## src/tcs_pkg.sv

```systemverilog
package tcs_pkg;
  // ----------------------------------------
  // register byte offsets
  // ----------------------------------------
  localparam logic [4:0] OFF_CTRL_A = 5'h00;
  localparam logic [4:0] OFF_CTRL_B = 5'h04;
  localparam logic [4:0] OFF_CNT_LO = 5'h08;
  localparam logic [4:0] OFF_CNT_HI = 5'h0c;
  localparam logic [4:0] OFF_CMP_A = 5'h10;
  localparam logic [4:0] OFF_CMP_B = 5'h14;
  localparam logic [4:0] OFF_FLAGS = 5'h18;
  localparam logic [4:0] OFF_MASK = 5'h1c;
  // ----------------------------------------
  // field positions
  // ----------------------------------------
  localparam int CTC_BIT = 0;
  localparam int CAPEN_BIT = 1;
  localparam int WIDTH_BIT = 7;
  localparam int PSR_BIT = 3;
  localparam int OVF_BIT = 0;
  localparam int CMPA_BIT = 1;
  localparam int CMPB_BIT = 2;
  localparam int CAP_BIT = 3;
  // ----------------------------------------
  // prescaler taps, count limits and bus response codes
  // ----------------------------------------
  localparam int TAP8_MSB = 2;
  localparam int TAP64_MSB = 5;
  localparam int TAP256_MSB = 7;
  localparam int TAP1024_MSB = 9;
  localparam logic [7:0] BOTTOM = 8'h00;
  localparam logic [7:0] MAX8 = 8'hff;
  localparam logic [15:0] MAX16 = 16'hffff;
  localparam logic [1:0] RESP_OKAY = 2'h0;
  localparam logic [1:0] RESP_SLVERR = 2'h2;
  // ----------------------------------------
  // clock source selections, in field order
  // ----------------------------------------
  typedef enum logic [2:0] {
    CS_STOP, CS_DIRECT, CS_DIV8, CS_DIV64,
    CS_DIV256, CS_DIV1024, CS_EXT_FALL, CS_EXT_RISE
  } tcs_clk_sel_type;
endpackage : tcs_pkg

```

## src/tcs_tick_if.sv

```systemverilog
interface tcs_tick_if;
  tcs_pkg::tcs_clk_sel_type sel;
  logic psr;
  logic tick;
  modport src (input sel, input psr, output tick);
  modport sink (output sel, output psr, input tick);
endinterface : tcs_tick_if

```

## src/tcs_clk_src.sv

```systemverilog
module tcs_clk_src #(
  parameter int DIV_W = 10
) (
  input wire logic aclk,
  input wire logic aresetn,
  input wire logic ext_count_pin,
  tcs_tick_if.src tif
);
  logic [DIV_W-1:0] div_reg;
  logic sync1_reg, sync2_reg, prev_reg;
  logic tick_c;

  if (DIV_W < tcs_pkg::TAP1024_MSB + 1) begin : g_chk
    $error("prescaler too narrow for the divide-by-1024 tap");
  end

  // ----------------------------------------
  // free-running prescaler
  // ----------------------------------------
  // never reset by the selection, only by aresetn or the prescaler reset pulse
  always_ff @(posedge aclk) begin
    if (!aresetn || tif.psr) begin
      div_reg <= '0;
    end else begin
      div_reg <= div_reg + 1'b1;
    end
  end

  // ----------------------------------------
  // count pin synchroniser and edge memory
  // ----------------------------------------
  // prev keeps tracking while disabled, so a stable pin gives no edge
  always_ff @(posedge aclk) begin
    if (!aresetn) begin
      sync1_reg <= 1'b0;
      sync2_reg <= 1'b0;
      prev_reg <= 1'b0;
    end else begin
      sync1_reg <= ext_count_pin;
      sync2_reg <= sync1_reg;
      prev_reg <= sync2_reg;
    end
  end

  // timer count clock pulse select
  always_comb begin
    unique case (tif.sel)
      tcs_pkg::CS_STOP: tick_c = 1'b0;
      tcs_pkg::CS_DIRECT: tick_c = 1'b1;
      tcs_pkg::CS_DIV8: tick_c = &div_reg[tcs_pkg::TAP8_MSB:0];
      tcs_pkg::CS_DIV64: tick_c = &div_reg[tcs_pkg::TAP64_MSB:0];
      tcs_pkg::CS_DIV256: tick_c = &div_reg[tcs_pkg::TAP256_MSB:0];
      tcs_pkg::CS_DIV1024: tick_c = &div_reg[tcs_pkg::TAP1024_MSB:0];
      tcs_pkg::CS_EXT_FALL: tick_c = prev_reg & ~sync2_reg;
      tcs_pkg::CS_EXT_RISE: tick_c = sync2_reg & ~prev_reg;
    endcase
  end
  assign tif.tick = tick_c;
endmodule : tcs_clk_src

```

## src/tcs_timer.sv

```systemverilog
// Chosen here: register access over AXI4-Lite and the register offsets.
module tcs_timer #(
  parameter int ADDR_W = 5,
  parameter int DIV_W = 10
) (
  input wire logic aclk,
  input wire logic aresetn,
  input wire logic ext_count_pin,
  input wire logic capture_pin,
  input wire logic [ADDR_W-1:0] s_axi_awaddr,
  input wire logic [2:0] s_axi_awprot,
  input wire logic s_axi_awvalid,
  output logic s_axi_awready,
  input wire logic [31:0] s_axi_wdata,
  input wire logic [3:0] s_axi_wstrb,
  input wire logic s_axi_wvalid,
  output logic s_axi_wready,
  output logic [1:0] s_axi_bresp,
  output logic s_axi_bvalid,
  input wire logic s_axi_bready,
  input wire logic [ADDR_W-1:0] s_axi_araddr,
  input wire logic [2:0] s_axi_arprot,
  input wire logic s_axi_arvalid,
  output logic s_axi_arready,
  output logic [31:0] s_axi_rdata,
  output logic [1:0] s_axi_rresp,
  output logic s_axi_rvalid,
  input wire logic s_axi_rready,
  output logic [3:0] irq_req
);
  if (ADDR_W < 5) begin : g_chk
    $error("address too narrow for the register map");
  end

  tcs_tick_if tif ();

  logic awready_reg, wready_reg, bvalid_reg, arready_reg, rvalid_reg;
  logic aw_full_reg, w_full_reg;
  logic [ADDR_W-1:0] aw_addr_reg;
  logic [7:0] w_byte_reg;
  logic w_strb0_reg;
  logic [1:0] bresp_reg, rresp_reg;
  logic [31:0] rdata_reg;
  logic clear_on_compare_bit, capture_enable_bit, counter_width_bit;
  tcs_pkg::tcs_clk_sel_type clock_source_select;
  logic psr_reg;
  logic [15:0] cnt_reg;
  logic [7:0] compare_value_a, compare_value_b;
  logic [3:0] flag_reg, mask_reg, irq_reg;
  logic block_reg;
  logic cap1_reg, cap2_reg, capprev_reg;

  logic wr_go, wr_en, cnt_lo_wr, cnt_hi_wr, cnt_wr, capture;
  logic [4:0] wr_off, rd_off;
  logic [7:0] top8;
  logic [15:0] cnt_next;
  logic reach_max, match_a, match_b;
  logic [3:0] flag_set, flag_clr;
  logic [31:0] rd_word;

  // ----------------------------------------
  // clock source
  // ----------------------------------------
  tcs_clk_src #(.DIV_W(DIV_W)) u_src (
    .aclk(aclk),
    .aresetn(aresetn),
    .ext_count_pin(ext_count_pin),
    .tif(tif)
  );
  assign tif.sel = clock_source_select;
  assign tif.psr = psr_reg;

  // ----------------------------------------
  // axi4-lite write channels
  // ----------------------------------------
  assign wr_go = aw_full_reg && w_full_reg && !bvalid_reg;
  assign wr_en = wr_go && w_strb0_reg;
  assign wr_off = {aw_addr_reg[4:2], 2'b00};

  // address and data are held separately, so either may come first
  always_ff @(posedge aclk) begin
    if (!aresetn) begin
      aw_full_reg <= 1'b0;
      awready_reg <= 1'b0;
      aw_addr_reg <= '0;
    end else if (s_axi_awvalid && awready_reg) begin
      aw_full_reg <= 1'b1;
      awready_reg <= 1'b0;
      aw_addr_reg <= s_axi_awaddr;
    end else if (wr_go) begin
      aw_full_reg <= 1'b0;
      awready_reg <= 1'b1;
    end else begin
      awready_reg <= !aw_full_reg;
    end
  end

  always_ff @(posedge aclk) begin
    if (!aresetn) begin
      w_full_reg <= 1'b0;
      wready_reg <= 1'b0;
      w_byte_reg <= 8'h00;
      w_strb0_reg <= 1'b0;
    end else if (s_axi_wvalid && wready_reg) begin
      w_full_reg <= 1'b1;
      wready_reg <= 1'b0;
      w_byte_reg <= s_axi_wdata[7:0];
      w_strb0_reg <= s_axi_wstrb[0];
    end else if (wr_go) begin
      w_full_reg <= 1'b0;
      wready_reg <= 1'b1;
    end else begin
      wready_reg <= !w_full_reg;
    end
  end

  // response: addresses above the map answer slverr
  always_ff @(posedge aclk) begin
    if (!aresetn) begin
      bvalid_reg <= 1'b0;
      bresp_reg <= tcs_pkg::RESP_OKAY;
    end else if (wr_go) begin
      bvalid_reg <= 1'b1;
      bresp_reg <= (aw_addr_reg >> 5) == '0 ? tcs_pkg::RESP_OKAY
                                             : tcs_pkg::RESP_SLVERR;
    end else if (s_axi_bready) begin
      bvalid_reg <= 1'b0;
    end
  end

  // ----------------------------------------
  // axi4-lite read channels
  // ----------------------------------------
  assign rd_off = {s_axi_araddr[4:2], 2'b00};

  always_comb begin
    rd_word = 32'h0000_0000;
    unique case (rd_off)
      tcs_pkg::OFF_CTRL_A: begin
        rd_word[tcs_pkg::CTC_BIT] = clear_on_compare_bit;
        rd_word[tcs_pkg::CAPEN_BIT] = capture_enable_bit;
        rd_word[tcs_pkg::WIDTH_BIT] = counter_width_bit;
      end
      tcs_pkg::OFF_CTRL_B: rd_word[2:0] = clock_source_select;
      tcs_pkg::OFF_CNT_LO: rd_word[7:0] = cnt_reg[7:0];
      tcs_pkg::OFF_CNT_HI: rd_word[7:0] = cnt_reg[15:8];
      tcs_pkg::OFF_CMP_A: rd_word[7:0] = compare_value_a;
      tcs_pkg::OFF_CMP_B: rd_word[7:0] = compare_value_b;
      tcs_pkg::OFF_FLAGS: rd_word[3:0] = flag_reg;
      tcs_pkg::OFF_MASK: rd_word[3:0] = mask_reg;
      default: rd_word = 32'h0000_0000;
    endcase
  end

  // one read at a time; arready returns when the data is taken
  always_ff @(posedge aclk) begin
    if (!aresetn) begin
      arready_reg <= 1'b0;
      rvalid_reg <= 1'b0;
      rdata_reg <= 32'h0000_0000;
      rresp_reg <= tcs_pkg::RESP_OKAY;
    end else if (s_axi_arvalid && arready_reg) begin
      arready_reg <= 1'b0;
      rvalid_reg <= 1'b1;
      rdata_reg <= (s_axi_araddr >> 5) == '0 ? rd_word : 32'h0000_0000;
      rresp_reg <= (s_axi_araddr >> 5) == '0 ? tcs_pkg::RESP_OKAY
                                              : tcs_pkg::RESP_SLVERR;
    end else if (rvalid_reg && s_axi_rready) begin
      rvalid_reg <= 1'b0;
      arready_reg <= 1'b1;
    end else if (!rvalid_reg) begin
      arready_reg <= 1'b1;
    end
  end

  // ----------------------------------------
  // control registers
  // ----------------------------------------
  // prescaler reset is a write-one pulse and reads back zero
  always_ff @(posedge aclk) begin
    if (!aresetn) begin
      clear_on_compare_bit <= 1'b0;
      capture_enable_bit <= 1'b0;
      counter_width_bit <= 1'b0;
      clock_source_select <= tcs_pkg::CS_STOP;
      psr_reg <= 1'b0;
      mask_reg <= 4'h0;
    end else begin
      psr_reg <= wr_en && wr_off == tcs_pkg::OFF_CTRL_B
                 && w_byte_reg[tcs_pkg::PSR_BIT];
      if (wr_en && wr_off == tcs_pkg::OFF_CTRL_A) begin
        clear_on_compare_bit <= w_byte_reg[tcs_pkg::CTC_BIT];
        capture_enable_bit <= w_byte_reg[tcs_pkg::CAPEN_BIT];
        counter_width_bit <= w_byte_reg[tcs_pkg::WIDTH_BIT];
      end
      if (wr_en && wr_off == tcs_pkg::OFF_CTRL_B) begin
        clock_source_select <= tcs_pkg::tcs_clk_sel_type'(w_byte_reg[2:0]);
      end
      if (wr_en && wr_off == tcs_pkg::OFF_MASK) begin
        mask_reg <= w_byte_reg[3:0];
      end
    end
  end

  // ----------------------------------------
  // counter unit
  // ----------------------------------------
  assign cnt_lo_wr = wr_en && wr_off == tcs_pkg::OFF_CNT_LO;
  assign cnt_hi_wr = wr_en && wr_off == tcs_pkg::OFF_CNT_HI;
  assign cnt_wr = cnt_lo_wr || cnt_hi_wr;
  // compare a is TOP only in 8-bit clear-on-compare without capture
  assign top8 = (clear_on_compare_bit && !capture_enable_bit)
                ? compare_value_a : tcs_pkg::MAX8;

  always_comb begin
    cnt_next = cnt_reg;
    if (counter_width_bit) begin
      cnt_next = cnt_reg + 1'b1;
    end else if (cnt_reg[7:0] == top8) begin
      cnt_next[7:0] = tcs_pkg::BOTTOM;
    end else begin
      cnt_next[7:0] = cnt_reg[7:0] + 1'b1;
    end
  end

  // a software write wins over the tick in the same cycle
  always_ff @(posedge aclk) begin
    if (!aresetn) begin
      cnt_reg <= 16'h0000;
    end else if (cnt_wr) begin
      if (cnt_lo_wr) begin
        cnt_reg[7:0] <= w_byte_reg;
      end else begin
        cnt_reg[15:8] <= w_byte_reg;
      end
    end else if (tif.tick) begin
      cnt_reg <= cnt_next;
    end
  end

  // a counter write blocks compare matches up to and including the next tick
  always_ff @(posedge aclk) begin
    if (!aresetn) begin
      block_reg <= 1'b0;
    end else if (cnt_wr) begin
      block_reg <= 1'b1;
    end else if (tif.tick) begin
      block_reg <= 1'b0;
    end
  end

  // ----------------------------------------
  // capture input and compare registers
  // ----------------------------------------
  always_ff @(posedge aclk) begin
    if (!aresetn) begin
      cap1_reg <= 1'b0;
      cap2_reg <= 1'b0;
      capprev_reg <= 1'b0;
    end else begin
      cap1_reg <= capture_pin;
      cap2_reg <= cap1_reg;
      capprev_reg <= cap2_reg;
    end
  end
  assign capture = capture_enable_bit && cap2_reg && !capprev_reg;

  // a capture overrides a software write to the same compare byte
  always_ff @(posedge aclk) begin
    if (!aresetn) begin
      compare_value_a <= 8'h00;
      compare_value_b <= 8'h00;
    end else begin
      if (capture) begin
        compare_value_a <= cnt_reg[7:0];
      end else if (wr_en && wr_off == tcs_pkg::OFF_CMP_A) begin
        compare_value_a <= w_byte_reg;
      end
      if (capture && counter_width_bit) begin
        compare_value_b <= cnt_reg[15:8];
      end else if (wr_en && wr_off == tcs_pkg::OFF_CMP_B) begin
        compare_value_b <= w_byte_reg;
      end
    end
  end

  // ----------------------------------------
  // event flags and masked requests
  // ----------------------------------------
  assign reach_max = counter_width_bit ? cnt_next == tcs_pkg::MAX16
                                       : cnt_next[7:0] == tcs_pkg::MAX8;
  assign match_a = !capture_enable_bit && (counter_width_bit
    ? cnt_reg == {compare_value_b, compare_value_a}
    : cnt_reg[7:0] == compare_value_a);
  assign match_b = !counter_width_bit && cnt_reg[7:0] == compare_value_b;

  always_comb begin
    flag_set = 4'h0;
    flag_set[tcs_pkg::OVF_BIT] = tif.tick && !cnt_wr && reach_max;
    flag_set[tcs_pkg::CMPA_BIT] = tif.tick && !cnt_wr && !block_reg
                                  && match_a;
    flag_set[tcs_pkg::CMPB_BIT] = tif.tick && !cnt_wr && !block_reg
                                  && match_b;
    flag_set[tcs_pkg::CAP_BIT] = capture;
    flag_clr = (wr_en && wr_off == tcs_pkg::OFF_FLAGS) ? w_byte_reg[3:0]
                                                        : 4'h0;
  end

  // write one clears; a set in the same cycle wins
  always_ff @(posedge aclk) begin
    if (!aresetn) begin
      flag_reg <= 4'h0;
      irq_reg <= 4'h0;
    end else begin
      flag_reg <= (flag_reg & ~flag_clr) | flag_set;
      irq_reg <= flag_reg & mask_reg;
    end
  end

  assign s_axi_awready = awready_reg;
  assign s_axi_wready = wready_reg;
  assign s_axi_bvalid = bvalid_reg;
  assign s_axi_bresp = bresp_reg;
  assign s_axi_arready = arready_reg;
  assign s_axi_rvalid = rvalid_reg;
  assign s_axi_rdata = rdata_reg;
  assign s_axi_rresp = rresp_reg;
  assign irq_req = irq_reg;
endmodule : tcs_timer

```

## config.mk

```make
export PLATFORM = sky130hd
export DESIGN_NAME = tcs_timer
export DESIGN_NICKNAME = d
export VERILOG_FILES = /design/src/tcs_pkg.sv /design/src/tcs_tick_if.sv /design/src/tcs_clk_src.sv /design/src/tcs_timer.sv
export SDC_FILE = /design/constraint.sdc
export NUM_CORES = 1
export LEC_CHECK = 0
export ABC_AREA = 1
export BUFFER_PORTS_ARGS = -buffer_cell sky130_fd_sc_hd__buf_2
export CORE_MARGIN = 2
export CORE_UTILIZATION = 50
export DETAILED_ROUTE_END_ITERATION = 16
export GPL_TIMING_DRIVEN = 1
export PLACE_DENSITY = 0.77
export SYNTH_ARGS = -nofsm -noshare
export SYNTH_HDL_FRONTEND = slang
export SYNTH_SLANG_ARGS = --single-unit
```

## constraint.sdc

```tcl
create_clock -name aclk -period 1.72 [get_ports aclk]
set_clock_uncertainty 0.15 [all_clocks]
set_input_delay 0.516 -clock aclk [delete_from_list [all_inputs] [get_ports aclk]]
set_output_delay 0.516 -clock aclk [all_outputs]
set_load 0.02 [all_outputs]
```

==> impl_metrics.yaml <==
clock_network:
  clock_tree.htree_level_count: 3
  clk_root_buffer_cell: "clkbuf_8"
  numCtsBuffers: 9
  clk_pin_slew_worst_paths_ns: 0.11
  ctsLongestPathBuffers: 2
  cts_num_sinks: 95
  worst_skew_pair_latency_ns: 0.37
  cts_hold_buffers_added: 0
  cts_tree: "built"
power:
  p_int_mw: 2.919
  p_sw_mw: 1.214
  seqPwrFrac_pct: 55.6
  static-leakage-power_nw: 2.805
  p_sw_share_pct: 29.37
  powerDensity_nw_per_um2: 631.8
  vdd_ir_drop_max_v: 0.0004212
  pwr-share-clk_pct: 35.5
  power.share.combinational_pct: 8.9
layout:
  register_area_sq_um: 1934
  final_nets: 916
  mostFrequentLayoutCell: "nand2_1"
  number_of_flip_flops_under_the_largest_register_name: 16
  post_layout_nonfiller_instances: 990
  num_antenna_cells: 0
  multi_input_comb_area_sq_um: 2858
  final_core_occ_pct: 66.31
  most_frequent_cells_in_the_layout: "nand2_1, inv_1, buf_4, dfxtp_1, o21ai_0"
  layout_cell_share_with_drive_strength_beyond_1_pct: 28.00
  layout.filler_cells: 864
  syn2layout_area_growth_pct: 27.92
logic_synthesis:
  number_of_flops_mapped_to_enable_cells_by_yosys: 0
  mappedNetlistArea_sq_um: 5114
  synth_top_flop_cell: "dfxtp_1"
  synth-async-reset-ratio_pct: 0
  synthCells: 729
  synthesized_area_per_cell_sq_um: 7.015
  synth.lib_cells_used.distinct: 46
  synth_sequential_area_ratio_pct: 37.19
  ys_seq_elements: 95
  ys_warn_count: 0
timing:
  hold_ws_ns: 0.1762
  slew_headroom_pct: 67.83
  worstMarginPinSlew_ns: 0.4704
  slew_viol_final: 0
  setup-violations-final: 22
  unrepaired_setup_endpoints_after_global_routing: "true"
  layout_setup_ws_ns: -0.2992
  post-route-period-util_pct: 117.4
  max_freq_mhz: 495.2
  post-route-min-period_ns: 2.019
  final_setup_tns_ns: -3.906
  hold_viol_final: 0
detailed_routing:
  drt_drc_violations_left: 0
  detail_route.vias_per_cell: 5.482
  total_wirelength_um: 15470
  wl_per_cell_um: 15.63
  dr.pass1.iters: 6
  detailroute.via_count: 5427
  route.antenna.remaining_nets: 0
  drt-initial-drc-count: 407
global_route:
  first_global_vias: 4897
  grt_max_degree: 42
  wire_length_of_the_first_global_routing_pass_um: 24310
  globalRoute.totalOverflow: 0
  groute.usage.overall_pct: 27.54
  antenna_violations_before_repair: 0
worst_setup_path:
  reg2regPathDepth: 10
  timing_worst_setup_path_type: "reg2reg"
  setup.worst_path.end_class: "register"
  timing.critical_path.from: "u_src.div_reg[0]$_SDFF_PP0_"
  r2r_end: "cnt_reg[8]$_SDFFE_PN0P_"
  regToRegStartpoint: "u_src.div_reg[0]$_SDFF_PP0_"
  critical_path.endpoint: "cnt_reg[8]$_SDFFE_PN0P_"
  crit_fanout: 8
  reg2reg_slack_ns: -0.30
  cp_data_arrival_time_ns: 2.14
  required_ns: 1.84
  crit_path_start_kind: "register"
floorplanning:
  coreArea_sq_um: 9864
  fp.dieArea_sq_um: 11050
  io_pins: 106
  number_of_core_rows: 36
  dieHeight_um: 105.1
  initial_cell_density_of_the_core_pct: 51.84
  fp.dieW_um: 105.1
placement:
  numPortBuffers: 40
  globalplace.congestion: 1.040
  placedCellCount: 954
  detailedPlacementHpwl_um: 11440
  post-place-ws_ns: -0.2512
job:
  cap_violations: 0
outcome:
  violations: "setup timing"
  outcome: "complete, but fails checks"
worst_hold_path:
  min_path_cells: 3
  worstHoldPathType: "in2reg"
-- worst min-delay path by stage --
| stage | startpoint | endpoint |
|---|---|---|
| global route | ext_count_pin | u_src.sync1_reg$_SDFF_PN0_ |
| CTS | capture_pin | cap1_reg$_SDFF_PN0_ |
| global placement | cap1_reg$_SDFF_PN0_ | cap2_reg$_SDFF_PN0_ |
| finish | capture_pin | cap1_reg$_SDFF_PN0_ |
| detailed placement | cap1_reg$_SDFF_PN0_ | cap2_reg$_SDFF_PN0_ |
| floorplan | cap1_reg$_SDFF_PN0_ | cap2_reg$_SDFF_PN0_ |
-- power by group through the flow --
| stage | sequential, mW | combinational, mW | clock, mW |
|---|---|---|---|
| after floorplan | 2.35 | 0.259 | 0 |
| after global routing | 2.30 | 0.407 | 1.56 |
| after CTS | 2.30 | 0.348 | 1.47 |
| after detailed placement | 2.35 | 0.343 | 0 |
| after global placement | 2.35 | 0.334 | 0 |
| final | 2.30 | 0.368 | 1.47 |
-- area by class of cell --
| cell class | instances | area share (%) |
|---|---|---|
| timing repair buffer | 134 | 14.94 |
| inverter | 105 | 6.140 |
| clock buffer | 9 | 1.894 |
| sequential | 95 | 29.57 |
| tap | 133 | 2.544 |
| clock inverter | 7 | 1.014 |
| timing repair inverter | 2 | 0.2104 |
| multi-input combinational | 505 | 43.69 |
-- metrics by stage --
| stage | cell area, sq um | power, mW |
|---|---|---|
| after detailed placement | 5879 | 2.692 |
| after global routing | 6541 | 4.267 |
| after global placement | 5879 | 2.679 |
| final | 6541 | 4.133 |
| after floorplan | 5259 | 2.609 |
| after CTS | 6259 | 4.112 |
-- repair_timing --
item                       in CTS  in global routing
setup endpoints to repair      32                 47
resized for setup              37                 67
pin swaps                       9                 23
buffers inserted                7                 11
cloned                          0                  2
-- worst max-delay path: stages (launching register included) --
cell and delay, ns:
dfxtp_2 0.37, ha_4 0.16, ha_4 0.12, nor3b_4 0.20, o22ai_2 0.10, nand2_2 0.12
nand3_4 0.14, o21ai_4 0.14, clkinv_4 0.17, o21ai_2 0.18, a21oi_1 0.06
-- cell families after synthesis --
kind of cell,synth area share (%)
AND/OR/NAND/NOR,25.67
AO/OA/AOI/OAI,20.24
buffers and inverters,14.39
flip-flops,37.19
XOR/XNOR,1.713
adder cells (fa/ha/maj),0.7341
other,0.07333
-- layer usage --
layer	up-vias	track usage, %	part of all wire (%)
met3	54	3.431	7.2
met4	0	13.33	4.1
met2	287	44.43	46
met5	-	0	0
met1	2471	36.38	43
li1	2615	-	-
-- synthesized netlist by cell type, types with 2 or more instances --
cell type | n | area share [%]
buf_4 | 32 | 4.7
nand2_1 | 155 | 11
inv_1 | 98 | 7.2
a31oi_1 | 12 | 1.5
buf_2 | 6 | 0.59
clkbuf_1 | 10 | 0.73
o21ai_2 | 2 | 0.34
xor2_1 | 7 | 1.2
xnor2_1 | 3 | 0.51
nand3_2 | 5 | 0.98
and3_1 | 2 | 0.24
nand2_2 | 3 | 0.37
inv_2 | 4 | 0.29
nor4_1 | 3 | 0.37
nor2_4 | 6 | 1.3
o31ai_1 | 2 | 0.29
o211ai_1 | 15 | 2.2
o21ai_0 | 68 | 6.7
clkinv_1 | 3 | 0.22
nor2_1 | 50 | 3.7
nor3_1 | 7 | 0.69
o21ai_1 | 5 | 0.49
nor2_2 | 2 | 0.24
ha_1 | 3 | 0.73
a221oi_1 | 10 | 1.7
o22ai_1 | 11 | 1.3
nand3_1 | 32 | 3.1
nand4_1 | 10 | 1.2
dfxtp_1 | 95 | 37
a21oi_1 | 50 | 4.9
buf_6 | 3 | 0.66
Power figures use the tool's default switching activity.
